$ cat src/common/sscr_pkg.sv
package sscr_pkg;

  // ----------------------------------------------------------------
  // Register map
  // ----------------------------------------------------------------
  localparam logic [6:0] SSCR_ADDR_MAIN  = 7'h55;
  localparam logic [6:0] SSCR_ADDR_FLAGS = 7'h56;
  localparam logic [6:0] SSCR_ADDR_CMD   = 7'h57;

  localparam logic [7:0] SSCR_FLAGS_RST  = 8'h00;
  localparam logic [7:0] SSCR_CMD_RST    = 8'h00;
  // Bits 6 and 5 of the command register are not writable
  localparam logic [7:0] SSCR_CMD_WMASK  = 8'h9F;

  // ----------------------------------------------------------------
  // Command register fields
  // ----------------------------------------------------------------
  localparam int SSCR_CMD_ACK    = 7;
  localparam int SSCR_CMD_FLUSH  = 4;
  localparam int SSCR_CMD_REGRST = 3;
  localparam int SSCR_CMD_FWCHK  = 2;
  localparam int SSCR_CMD_CELLST = 1;
  localparam int SSCR_CMD_CONVST = 0;

  // ----------------------------------------------------------------
  // Serial frame
  // ----------------------------------------------------------------
  localparam logic [4:0] SSCR_HDR_LAST  = 5'h07;
  localparam logic [4:0] SSCR_DATA_LAST = 5'h0F;
  localparam logic [4:0] SSCR_CNT_RST   = 5'h00;
  localparam logic [1:0] SSCR_RST_SYNC  = 2'h0;
  localparam logic [2:0] SSCR_PIN_RST   = 3'h0;

  typedef struct packed {
    logic       wr;
    logic [6:0] addr;
  } sscr_hdr_s;

  // Bit order matches the fault flag register
  typedef struct packed {
    logic conversion_error_flag;
    logic low_supply_warning;
    logic pressure_overflow_flag;
    logic pressure_underflow_flag;
    logic temperature_overflow_flag;
    logic temperature_underflow_flag;
    logic voltage_overflow_flag;
    logic voltage_underflow_flag;
  } sscr_faults_s;

  typedef struct packed {
    logic acknowledge_flags_request;
    logic flush_pressure_queue_request;
    logic register_reset_request;
    logic firmware_check_request;
    logic cell_selftest_request;
    logic converter_selftest_request;
  } sscr_act_s;

  typedef enum logic [3:0] {
    SSCR_ST_IDLE = 4'b0001,
    SSCR_ST_ADDR = 4'b0010,
    SSCR_ST_DATA = 4'b0100,
    SSCR_ST_HOLD = 4'b1000
  } sscr_state_e;

endpackage

$ cat src/rtl/sscr_regs.sv
// Behaviour
// Read-only fault flag register at 0x56, zero after reset.
// Bit 7 shows a conversion error in the latest acquisition.
// Bit 6 shows supply suspected too low for pressure accuracy.
// Bits 5 and 4 show pressure overflow and underflow.
// Bits 3 and 2 show temperature overflow and underflow.
// Bits 1 and 0 show voltage overflow and underflow.
// Set flags clear only at frame end when acknowledge is requested; the code also replaces all flags with each new acquisition result.
// Command register at 0x57 resets to zero; writing zero does nothing.
// Acknowledge bit clears main status and fault flags at frame end; the code clears the fault flags and with them only main status bit 0.
// Device clears each command bit once its action is done.
// Flush bit empties the pressure queue at frame end.
// Register reset bit restores read/write registers at frame end.
// Firmware check bit starts one verification at frame end.
// Cell self-test bit starts one pressure-cell test at frame end.
// Converter self-test bit starts one converter test at frame end.
// Host leaves command bits 6 and 5 alone.
// Main status bit 0 is high exactly when any fault flag is set.
// Frame end is chip-select release; pending actions happen then.
module sscr_regs
  import sscr_pkg::*;
(
  input  wire logic         core_clk_i,
  input  wire logic         resetn_i,
  input  wire logic         spi_sclk_i,
  input  wire logic         spi_cs_n_i,
  input  wire logic         spi_mosi_i,
  output logic              spi_miso_o,
  output logic              spi_miso_oe_o,
  input  wire logic         acq_done_i,
  input  wire sscr_faults_s acq_faults_i,
  input  wire logic [7:1]   main_status_i,
  output logic              acquisition_error_summary_o,
  output sscr_act_s         actions_o,
  output logic [7:0]        command_requests_o
);

  // ----------------------------------------------------------------
  // Reset release
  // ----------------------------------------------------------------
  logic [1:0] rst_pipe;
  logic       rst_n;

  always_ff @(posedge core_clk_i or negedge resetn_i) begin
    if (!resetn_i) begin
      rst_pipe <= SSCR_RST_SYNC;
    end else begin
      rst_pipe <= {rst_pipe[0], 1'b1};
    end
  end
  assign rst_n = rst_pipe[1];

  // ----------------------------------------------------------------
  // Pin synchronisers and agreement filter
  // ----------------------------------------------------------------
  logic [2:0] pin_raw;
  logic [2:0] pin_filt;
  logic [2:0] pin_prev;

  assign pin_raw = {spi_sclk_i, spi_cs_n_i, spi_mosi_i};

  genvar gi;
  generate
    for (gi = 0; gi < 3; gi++) begin : g_pin
      logic [2:0] sync;
      always_ff @(posedge core_clk_i or negedge rst_n) begin
        if (!rst_n) begin
          // Chip select idles high: no false frame after reset
          sync         <= (gi == 1) ? ~SSCR_PIN_RST : SSCR_PIN_RST;
          pin_filt[gi] <= (gi == 1);
          pin_prev[gi] <= (gi == 1);
        end else begin
          sync <= {sync[1:0], pin_raw[gi]};
          if (sync[1] == sync[2]) begin
            pin_filt[gi] <= sync[2];
          end
          pin_prev[gi] <= pin_filt[gi];
        end
      end
    end
  endgenerate

  logic sclk_rise;
  logic sclk_fall;
  logic cs_active;
  logic cs_start;
  logic seq_end;
  logic mosi_bit;

  assign sclk_rise = pin_filt[2] & ~pin_prev[2];
  assign sclk_fall = ~pin_filt[2] & pin_prev[2];
  assign cs_active = ~pin_filt[1];
  assign cs_start  = ~pin_filt[1] & pin_prev[1];
  assign seq_end   = pin_filt[1] & ~pin_prev[1];
  assign mosi_bit  = pin_filt[0];

  // ----------------------------------------------------------------
  // Register state
  // ----------------------------------------------------------------
  sscr_state_e  state;
  sscr_state_e  next_state;
  logic [4:0]   bit_cnt;
  logic [4:0]   next_bit_cnt;
  logic [7:0]   rx_sh;
  logic [7:0]   next_rx_sh;
  logic [7:0]   tx_sh;
  logic [7:0]   next_tx_sh;
  logic         miso;
  logic         next_miso;
  sscr_hdr_s    hdr;
  sscr_hdr_s    next_hdr;
  sscr_faults_s flags;
  sscr_faults_s next_flags;
  logic [7:0]   cmd;
  logic [7:0]   next_cmd;
  sscr_act_s    act;
  sscr_act_s    next_act;
  logic         summary;

  assign summary = |flags;

  function automatic logic [7:0] read_mux(input logic [6:0] addr,
                                          input logic [7:0] flt,
                                          input logic [7:0] cm,
                                          input logic [7:1] ms,
                                          input logic       sm);
    case (addr)
      SSCR_ADDR_MAIN:  read_mux = {ms, sm};
      SSCR_ADDR_FLAGS: read_mux = flt;
      SSCR_ADDR_CMD:   read_mux = cm & SSCR_CMD_WMASK;
      default:         read_mux = 8'h00;
    endcase
  endfunction

  // ----------------------------------------------------------------
  // Next-value logic
  // ----------------------------------------------------------------
  always_comb begin
    next_state   = state;
    next_bit_cnt = bit_cnt;
    next_rx_sh   = rx_sh;
    next_tx_sh   = tx_sh;
    next_miso    = miso;
    next_hdr     = hdr;
    next_flags   = flags;
    next_cmd     = cmd;
    next_act     = '0;

    case (state)
      SSCR_ST_IDLE: begin
        if (cs_start) begin
          next_state   = SSCR_ST_ADDR;
          next_bit_cnt = SSCR_CNT_RST;
          next_miso    = 1'b0;
        end
      end
      SSCR_ST_ADDR: begin
        if (sclk_rise) begin
          next_rx_sh   = {rx_sh[6:0], mosi_bit};
          next_bit_cnt = bit_cnt + 5'h01;
          if (bit_cnt == SSCR_HDR_LAST) begin
            next_hdr   = {rx_sh[6:0], mosi_bit};
            next_tx_sh = read_mux(next_hdr.addr, flags, cmd,
                                  main_status_i, summary);
            next_state = SSCR_ST_DATA;
          end
        end
      end
      SSCR_ST_DATA: begin
        if (sclk_fall) begin
          next_miso  = tx_sh[7];
          next_tx_sh = {tx_sh[6:0], 1'b0};
        end
        if (sclk_rise) begin
          next_rx_sh   = {rx_sh[6:0], mosi_bit};
          next_bit_cnt = bit_cnt + 5'h01;
          if (bit_cnt == SSCR_DATA_LAST) begin
            next_state = SSCR_ST_HOLD;
            if (hdr.wr && hdr.addr == SSCR_ADDR_CMD) begin
              // Only ones are taken; reserved bits stay zero
              next_cmd = cmd | ({rx_sh[6:0], mosi_bit}
                                & SSCR_CMD_WMASK);
            end
          end
        end
      end
      SSCR_ST_HOLD: begin
        if (sclk_fall) begin
          next_miso = 1'b0;
        end
      end
      default: begin
        next_state = SSCR_ST_IDLE;
      end
    endcase

    if (!cs_active) begin
      next_state = SSCR_ST_IDLE;
    end

    // Actions run once at chip-select release
    if (seq_end) begin
      next_act.acknowledge_flags_request    = cmd[SSCR_CMD_ACK];
      next_act.flush_pressure_queue_request = cmd[SSCR_CMD_FLUSH];
      next_act.register_reset_request       = cmd[SSCR_CMD_REGRST];
      next_act.firmware_check_request       = cmd[SSCR_CMD_FWCHK];
      next_act.cell_selftest_request        = cmd[SSCR_CMD_CELLST];
      next_act.converter_selftest_request   = cmd[SSCR_CMD_CONVST];
      next_cmd = SSCR_CMD_RST;
      if (cmd[SSCR_CMD_ACK]) begin
        next_flags = SSCR_FLAGS_RST;
      end
    end

    // New acquisition wins over an acknowledge in the same cycle
    if (acq_done_i) begin
      next_flags = acq_faults_i;
    end
  end

  always_ff @(posedge core_clk_i or negedge rst_n) begin
    if (!rst_n) begin
      state   <= SSCR_ST_IDLE;
      bit_cnt <= SSCR_CNT_RST;
      rx_sh   <= 8'h00;
      tx_sh   <= 8'h00;
      miso    <= 1'b0;
      hdr     <= '0;
      flags   <= SSCR_FLAGS_RST;
      cmd     <= SSCR_CMD_RST;
      act     <= '0;
    end else begin
      state   <= next_state;
      bit_cnt <= next_bit_cnt;
      rx_sh   <= next_rx_sh;
      tx_sh   <= next_tx_sh;
      miso    <= next_miso;
      hdr     <= next_hdr;
      flags   <= next_flags;
      cmd     <= next_cmd;
      act     <= next_act;
    end
  end

  // ----------------------------------------------------------------
  // Outputs
  // ----------------------------------------------------------------
  assign spi_miso_o                  = miso;
  assign spi_miso_oe_o               = cs_active;
  assign acquisition_error_summary_o = summary;
  assign actions_o                   = act;
  assign command_requests_o          = cmd;
endmodule

$ cat config.mk
export PLATFORM = sky130hd
export DESIGN_NAME = sscr_regs
export DESIGN_NICKNAME = d
export VERILOG_FILES = /design/src/common/sscr_pkg.sv /design/src/rtl/sscr_regs.sv
export SDC_FILE = /design/constraint.sdc
export NUM_CORES = 1
export LEC_CHECK = 0
export BUFFER_PORTS_ARGS = -buffer_cell sky130_fd_sc_hd__buf_2
export CAP_MARGIN = 30
export CORE_MARGIN = 1.5
export CORE_UTILIZATION = 38
export CTS_CLUSTER_DIAMETER = 50
export CTS_CLUSTER_SIZE = 10
export DETAILED_ROUTE_END_ITERATION = 7
export GPL_TIMING_DRIVEN = 1
export PLACE_DENSITY = 0.68
export SETUP_SLACK_MARGIN = 0.3
export SYNTH_ARGS = -nofsm -noshare
export SYNTH_HDL_FRONTEND = slang
export SYNTH_SLANG_ARGS = --single-unit
export TNS_END_PERCENT = 1
$ cat constraint.sdc
create_clock -name core_clk_i -period 1.9 [get_ports core_clk_i]
set_input_delay 0 -clock core_clk_i [delete_from_list [all_inputs] [get_ports core_clk_i]]
set_output_delay 0 -clock core_clk_i [all_outputs]
set_load 0.05 [all_outputs]
==> impl_metrics.env, run 1 <==
export IMPL_grt_pass1_vias=2194
export IMPL_detail_route_first_pass_iterations=4
export IMPL_p_int_w=0.002405
export IMPL_yosys_most_used_dff="dfrtp_1"
export IMPL_postPlaceCellArea_um2=3482
export IMPL_dp_final_hpwl_um=4154
export IMPL_cp_max_fo=8
export IMPL_clock_latency_ps=340
export IMPL_clk_pin_slew_ps=70
export IMPL_detail_route_vias_per_cell=5.052
export IMPL_netlist_cell_type_count=50
export IMPL_drtAntennaViolNets=0
export IMPL_m1WireLength_um=2983
export IMPL_timing_critical_path_arrival_ps=2210
export IMPL_failed_checks="negative setup slack"
export IMPL_fin_area_um2=4036
export IMPL_hold_path_startpoint="acq_done_i"
export IMPL_chipWidth_um=92.73
export IMPL_finalCritPeriodShare_pct=104.4
export IMPL_p_seq_share_pct=49.6
export IMPL_mapped_cells=246
export IMPL_tritoncts="done"
export IMPL_via_count=2132
export IMPL_ctsRootBufferMaster="clkbuf_8"
export IMPL_post_layout_total_power_w=0.003286
export IMPL_worst_r2r_startpoint="state[2]"
export IMPL_cts_root_to_sink_buffers=2
export IMPL_syn_cell_area_um2=3059
export IMPL_numCtsBuffers=9
export IMPL_number_of_pins_with_negative_max_slew_slack_in_the_final_report=0
export IMPL_post_route_drc_count=0
export IMPL_post_synthesis_sequential_element_count=69
export IMPL_antenna_found_initial=0
export IMPL_antenna_cells=0
export IMPL_io_pins=38
export IMPL_status="finished with violations"
export IMPL_setup_repair_after_global_routing_missed_its_margin="true"
export IMPL_ir_worst_vdd_v=0.0002985
export IMPL_post_route_worst_hold_slack_ps=24.08
export IMPL_cellPowerDensity_nw_per_um2=814.0
export IMPL_critPathLaunch="state[2]"
export IMPL_max_cap_violations=0
export IMPL_switchingPower_w=0.0008806
export IMPL_top_layer="met4"
export IMPL_groute_usage_overall_pct=16.13
export IMPL_globalplace_congestion=0.8302
export IMPL_critical_path_class="reg2reg"
export IMPL_grt_max_degree=68
export IMPL_flow_area_growth_from_synthesis_pct=31.94
export IMPL_holdCritPathClass="in2reg"
export IMPL_detailedRoute_firstIterationViolations=103
export IMPL_finalCriticalPeriod_ps=1984
export IMPL_number_of_h_tree_branching_levels=3
export IMPL_comb_power_share_pct=14.0
export IMPL_placement_io_buffers=35
export IMPL_layout_drive_gt1_share_pct=41.88
export IMPL_portion_of_the_post_synthesis_area_used_by_sequential_elements_pct=56.69
export IMPL_global_route_wire_length_before_repair_um=10690
export IMPL_met2WireLength_um=3229
export IMPL_total_routed_wirelength_um=6505
export IMPL_syn_avg_cell_area_um2=12.44
export IMPL_drt_wirelength_per_cell_um=15.41
export IMPL_power_leakage_nw=1.900
export IMPL_power_share_switching_pct=26.80
export IMPL_final_critical_path_setup_slack_ps=-83.51
export IMPL_finish_net_count=338
export IMPL_yosysWarnings=0
export IMPL_max_freq_mhz=504.2
export IMPL_placement_rows=32
export IMPL_worstSetupEndpointType="register"
export IMPL_tritoncts_num_sinks=69
export IMPL_floorplan_core_area_um2=7767
export IMPL_synth_edff_count=0
export IMPL_gr_total_overflow=0
export IMPL_setup_violations_final=15
export IMPL_synthArstFlopShare_pct=100.0
export IMPL_data_required_time_at_the_worst_endpoint_ps=2120
export IMPL_initial_core_util_pct=39.38
export IMPL_hold_viol=0
export IMPL_worst_setup_path_start_kind="register"
export IMPL_met3_length_um=177
export IMPL_clock_power_share_pct=36.3
export IMPL_floorplan_die_area_um2=8598
export IMPL_chipHeight_um=92.73
export IMPL_skew_ps=5.441
[worst max-delay path, cell delays in order, from the launching register on]
cell     delay, ps
dfrtp_1        400
or4b_4         520
or3b_4         430
o21ai_4        170
mux2_4         340
[flip-flops by register name, summed over array words and instances (netlist names)]
signal,count
pin_prev,2
rx_sh,7
pin_filt,2
command_requests_o,6
state,4
flags,8
tx_sh,8
actions_o,6
bit_cnt,5
g_pin.sync,9
rst_pipe,2
spi_miso_o,1
mosi_bit,1
hdr,8
[worst paths after layout]
check                                    to  slack, ps  depth (start not counted)
max                                tx_sh[7]        -80                          4
max reg2reg                        tx_sh[7]        -80                          4
min in group asynchronous  g_pin[2].sync[2]        280                          1
max in group asynchronous       rst_pipe[1]       1270                          3
min reg2reg                g_pin[2].sync[2]        280                          1
min                                flags[1]         20                          3
[cells in the final DEF, fill, tap and decap left out, types with 6 or more instances in the layout]
master,count
a21oi_2,7
a22o_1,11
and2_1,6
buf_2,35
buf_4,14
buf_6,7
clkbuf_8,10
dfrtp_1,62
dfstp_2,6
dlygate4sd3_1,13
inv_1,6
mux2_2,10
mux2_4,15
nand2_1,25
nor2_1,9
o21ai_0,11
[power by group through the flow]
| stage | Clock [W] | Combinational (W) | Sequential (W) |
|---|---|---|---|
| 2_1_floorplan | 0 | 0.000264 | 0.00163 |
| 3_3_place_gp | 0 | 0.000379 | 0.00165 |
| 3_5_place_dp | 0 | 0.000382 | 0.00165 |
| 4_1_cts | 0.00122 | 0.000437 | 0.00163 |
| 5_1_grt | 0.00129 | 0.000507 | 0.00164 |
| 6_report | 0.00119 | 0.000461 | 0.00163 |
[final cells by class]
| class | instances | area [um2] |
|---|---|---|
| Clock buffer | 10 | 137.6 |
| Clock inverter | 6 | 62.56 |
| Fill cell | 682 | 3731 |
| Inverter | 6 | 22.52 |
| Multi-Input combinational cell | 158 | 1421 |
| Sequential cell | 69 | 1735 |
| Tap cell | 102 | 127.6 |
| Timing Repair Buffer | 71 | 529.3 |
[per-layer routing]
metal	GRT usage, %	up-vias
li1	-	1011
met1	21.04	1075
met2	25.67	36
met3	3.530	10
met4	7.197	0
met5	0	-
[synthesized netlist by cell type (2+ instances only)]
master | instances | area share [%]
a21oi_1 | 7 | 1.1
a22o_1 | 11 | 3.1
a22oi_1 | 3 | 0.74
and2_1 | 6 | 1.2
and3_1 | 2 | 0.41
and4b_1 | 2 | 0.65
buf_1 | 3 | 0.37
buf_2 | 3 | 0.49
buf_4 | 3 | 0.74
clkbuf_1 | 4 | 0.49
conb_1 | 2 | 0.25
dfrtp_1 | 63 | 52
dfstp_2 | 6 | 5.2
ha_1 | 2 | 0.82
inv_1 | 6 | 0.74
maj3_1 | 3 | 0.98
mux2_1 | 4 | 1.5
mux2_2 | 10 | 3.7
mux2_4 | 15 | 7.4
nand2_1 | 26 | 3.2
nand2b_1 | 4 | 0.82
nand3_1 | 2 | 0.33
nor2_1 | 10 | 1.2
nor2b_1 | 3 | 0.61
nor4_1 | 2 | 0.41
nor4bb_1 | 4 | 1.3
o21ai_0 | 11 | 1.8
o22ai_1 | 2 | 0.41
o31ai_1 | 2 | 0.49
or4b_1 | 3 | 0.98
xor2_1 | 3 | 0.86
[cell families (layout without fill, tap and decap cells)]
logic type	Yosys count	after routing	synth area share (%)
XOR/XNOR	3	3	0.8591
adder cells (fa/ha/maj)	5	5	1.799
buffers and inverters	20	93	3.190
flip-flops	69	69	56.69
AND/OR/NAND/NOR	72	72	13.95
AO/OA/AOI/OAI	45	45	10.43
other	2	3	0.2455
multiplexers	30	30	12.84
[stage by stage]
stage               setup slack (ps)  util (%)  instances  setup TNS (ps)
global route                  -118.4     51.97        422           -1204
CTS                           -56.83     50.82        421          -359.9
global placement              -57.81     44.83        392          -512.6
finish                        -83.51     51.97        422          -716.5
detailed placement            -151.0     44.83        392           -1750
floorplan                     -46.56         -        247          -512.0
[timing repair]
item / CTS / global route
hold endpoints to repair: 13 / 0
hold buffers: 13 / 0
gates resized for setup: 28 / 13
buffers inserted: 0 / 1
endpoints found under the setup margin: 39 / 39
pin swaps: 24 / 22
Power figures use the tool's default switching activity.
==> run 2, diff against run 1 <==
CORE_ASPECT_RATIO = 0.7   (was unset)
CORE_UTILIZATION = 23   (was 38)
PLACE_DENSITY = 0.5   (was 0.68)
==> run 2 against run 1 <==
Effect of this change:
- register-to-register slack worse by 40 ps
- largest power group is now clock
- combinational power up 9.1%
- non-clock buffer count up 1
- clock-buffer cell count unchanged
- via count up 0.33%
- critical path depth unchanged
- the flow still finishes with violations (negative setup slack)
==> impl_metrics.env, run 2 (synthesis results as in run 1) <==
export IMPL_io_pins=38
export IMPL_hold_path_startpoint="acq_done_i"
export IMPL_switchingPower_w=0.0009689
export IMPL_cts_root_to_sink_buffers=2
export IMPL_drtAntennaViolNets=0
export IMPL_number_of_h_tree_branching_levels=3
export IMPL_globalplace_congestion=0.7500
export IMPL_finish_net_count=339
export IMPL_placement_io_buffers=35
export IMPL_largest_register="g_pin.sync"
export IMPL_post_route_worst_hold_slack_ps=37.53
export IMPL_power_leakage_nw=1.938
export IMPL_cellPowerDensity_nw_per_um2=907.2
export IMPL_post_route_drc_count=0
export IMPL_finalCritPeriodShare_pct=106.3
export IMPL_groute_usage_overall_pct=11.00
export IMPL_via_count=2139
export IMPL_worst_pin_slew_ps=602.0
export IMPL_finalCriticalPeriod_ps=2020
export IMPL_floorplan_core_area_um2=13050
export IMPL_slew_limit_headroom_pct=59.87
export IMPL_data_required_time_at_the_worst_endpoint_ps=2110
export IMPL_mostFrequentLayoutCells="61 x dfrtp_1, 35 x buf_2, 24 x nand2_1, 16 x mux2_4, 16 x buf_4"
export IMPL_busiest_layer="met1"
export IMPL_p_int_w=0.002845
export IMPL_detail_route_vias_per_cell=4.392
export IMPL_clock_latency_ps=330
export IMPL_p_seq_share_pct=43.0
export IMPL_antenna_cells=0
export IMPL_final_core_utilization_pct=32.21
export IMPL_worst_r2r_startpoint="state[2]"
export IMPL_groute_layer_met2_usage_pct=15.65
export IMPL_postPlaceCellArea_um2=3570
export IMPL_detail_route_first_pass_iterations=4
export IMPL_max_cap_violations=0
export IMPL_chipWidth_um=140.8
export IMPL_whs_path_depth=3
export IMPL_global_route_wire_length_before_repair_um=11830
export IMPL_number_of_flip_flops_under_the_largest_register_name=9
export IMPL_tritoncts_num_sinks=69
export IMPL_dp_final_hpwl_um=4914
export IMPL_holdCritPathClass="in2reg"
export IMPL_placement_rows=35
export IMPL_number_of_pins_with_negative_max_slew_slack_in_the_final_report=0
export IMPL_grt_met3_usage_pct=3.178
export IMPL_ir_worst_vdd_v=0.0004122
export IMPL_drt_wirelength_per_cell_um=14.64
export IMPL_setup_violations_final=15
export IMPL_failed_checks="negative setup slack"
export IMPL_skew_ps=6.544
export IMPL_gr_total_overflow=0
export IMPL_cp_max_fo=8
export IMPL_initial_core_util_pct=23.44
export IMPL_max_freq_mhz=495.1
export IMPL_floorplan_die_area_um2=14010
export IMPL_met1_usage_pct=15.78
export IMPL_power_share_switching_pct=25.40
export IMPL_fin_area_um2=4204
export IMPL_grt_max_degree=31
export IMPL_worst_setup_path_start_kind="register"
export IMPL_placement_setup_worst_slack_ps=-157.8
export IMPL_final_critical_path_setup_slack_ps=-119.7
export IMPL_reg2regPathDepth=4
export IMPL_antenna_found_initial=0
export IMPL_critPathLaunch="state[2]"
export IMPL_comb_power_share_pct=13.2
export IMPL_detailedRoute_firstIterationViolations=112
export IMPL_tritoncts="done"
export IMPL_clk_pin_slew_ps=60
export IMPL_critical_path_class="reg2reg"
export IMPL_layout_cells_most_common="dfrtp_1"
export IMPL_post_layout_total_power_w=0.003814
export IMPL_chipHeight_um=99.49
export IMPL_layout_drive_gt1_share_pct=43.61
export IMPL_total_routed_wirelength_um=7132
export IMPL_ctsRootBufferMaster="clkbuf_16"
export IMPL_hold_viol=0
export IMPL_timing_critical_path_arrival_ps=2230
export IMPL_status="finished with violations"
export IMPL_grt_pass1_vias=2250
export IMPL_worstSetupEndpointType="register"
export IMPL_flow_area_growth_from_synthesis_pct=37.42
export IMPL_numCtsBuffers=9
export IMPL_clock_power_share_pct=43.8
export IMPL_setup_repair_after_global_routing_missed_its_margin="true"
## run 2: worst paths after layout
check | endpoint | slack, ps
max in group asynchronous | command_requests_o[2] | 1010
setup reg to reg | tx_sh[6] | -120
hold / removal | flags[0] | 40
setup / recovery | tx_sh[6] | -120
min in group asynchronous | g_pin[2].sync[0] | 280
hold reg to reg | g_pin[2].sync[0] | 280
## run 2: per-stage QoR
step | cells | TNS, ps
2_1_floorplan | 247 | -512.0
3_3_place_gp | 457 | -931.7
3_5_place_dp | 457 | -1952
4_1_cts | 487 | -599.1
5_1_grt | 487 | -1779
6_report | 487 | -1168
## run 2: power groups by stage
stage,logic [W],clock network (W),registers (W)
2_1_floorplan,0.000264,0,0.00163
3_3_place_gp,0.000416,0,0.00165
3_5_place_dp,0.000416,0,0.00165
4_1_cts,0.000495,0.00173,0.00163
5_1_grt,0.000555,0.00179,0.00165
6_report,0.000503,0.00167,0.00164
## run 2: routing by layer
layer / up-vias / part of all wire [%]
met5: - / 0
met4: 0 / 1.6
met3: 9 / 2.9
met2: 23 / 44
met1: 1090 / 52
li1: 1017 / -
## run 2: timing repair
item                                   CTS  global route
buffers inserted                         1             0
endpoints found under the hold margin   13             0
gates resized for setup                 28            14
setup endpoints to repair               39            48
pin swaps                               17            21
hold buffers                            13             0
## run 2: area by class of cell
class	count	area, um2
clock inverter	6	62.56
tap	166	207.7
fill	1300	8846
clock buffer	10	239.0
sequential	69	1737
multi-input combinational	158	1403
timing repair buffer	72	533.0
inverter	6	22.52
## run 2: critical path, stage by stage (launching register included)
cell and delay [ps]:
dfrtp_1 390, or4b_4 540, or3b_4 450, o21ai_4 170, mux2_4 340
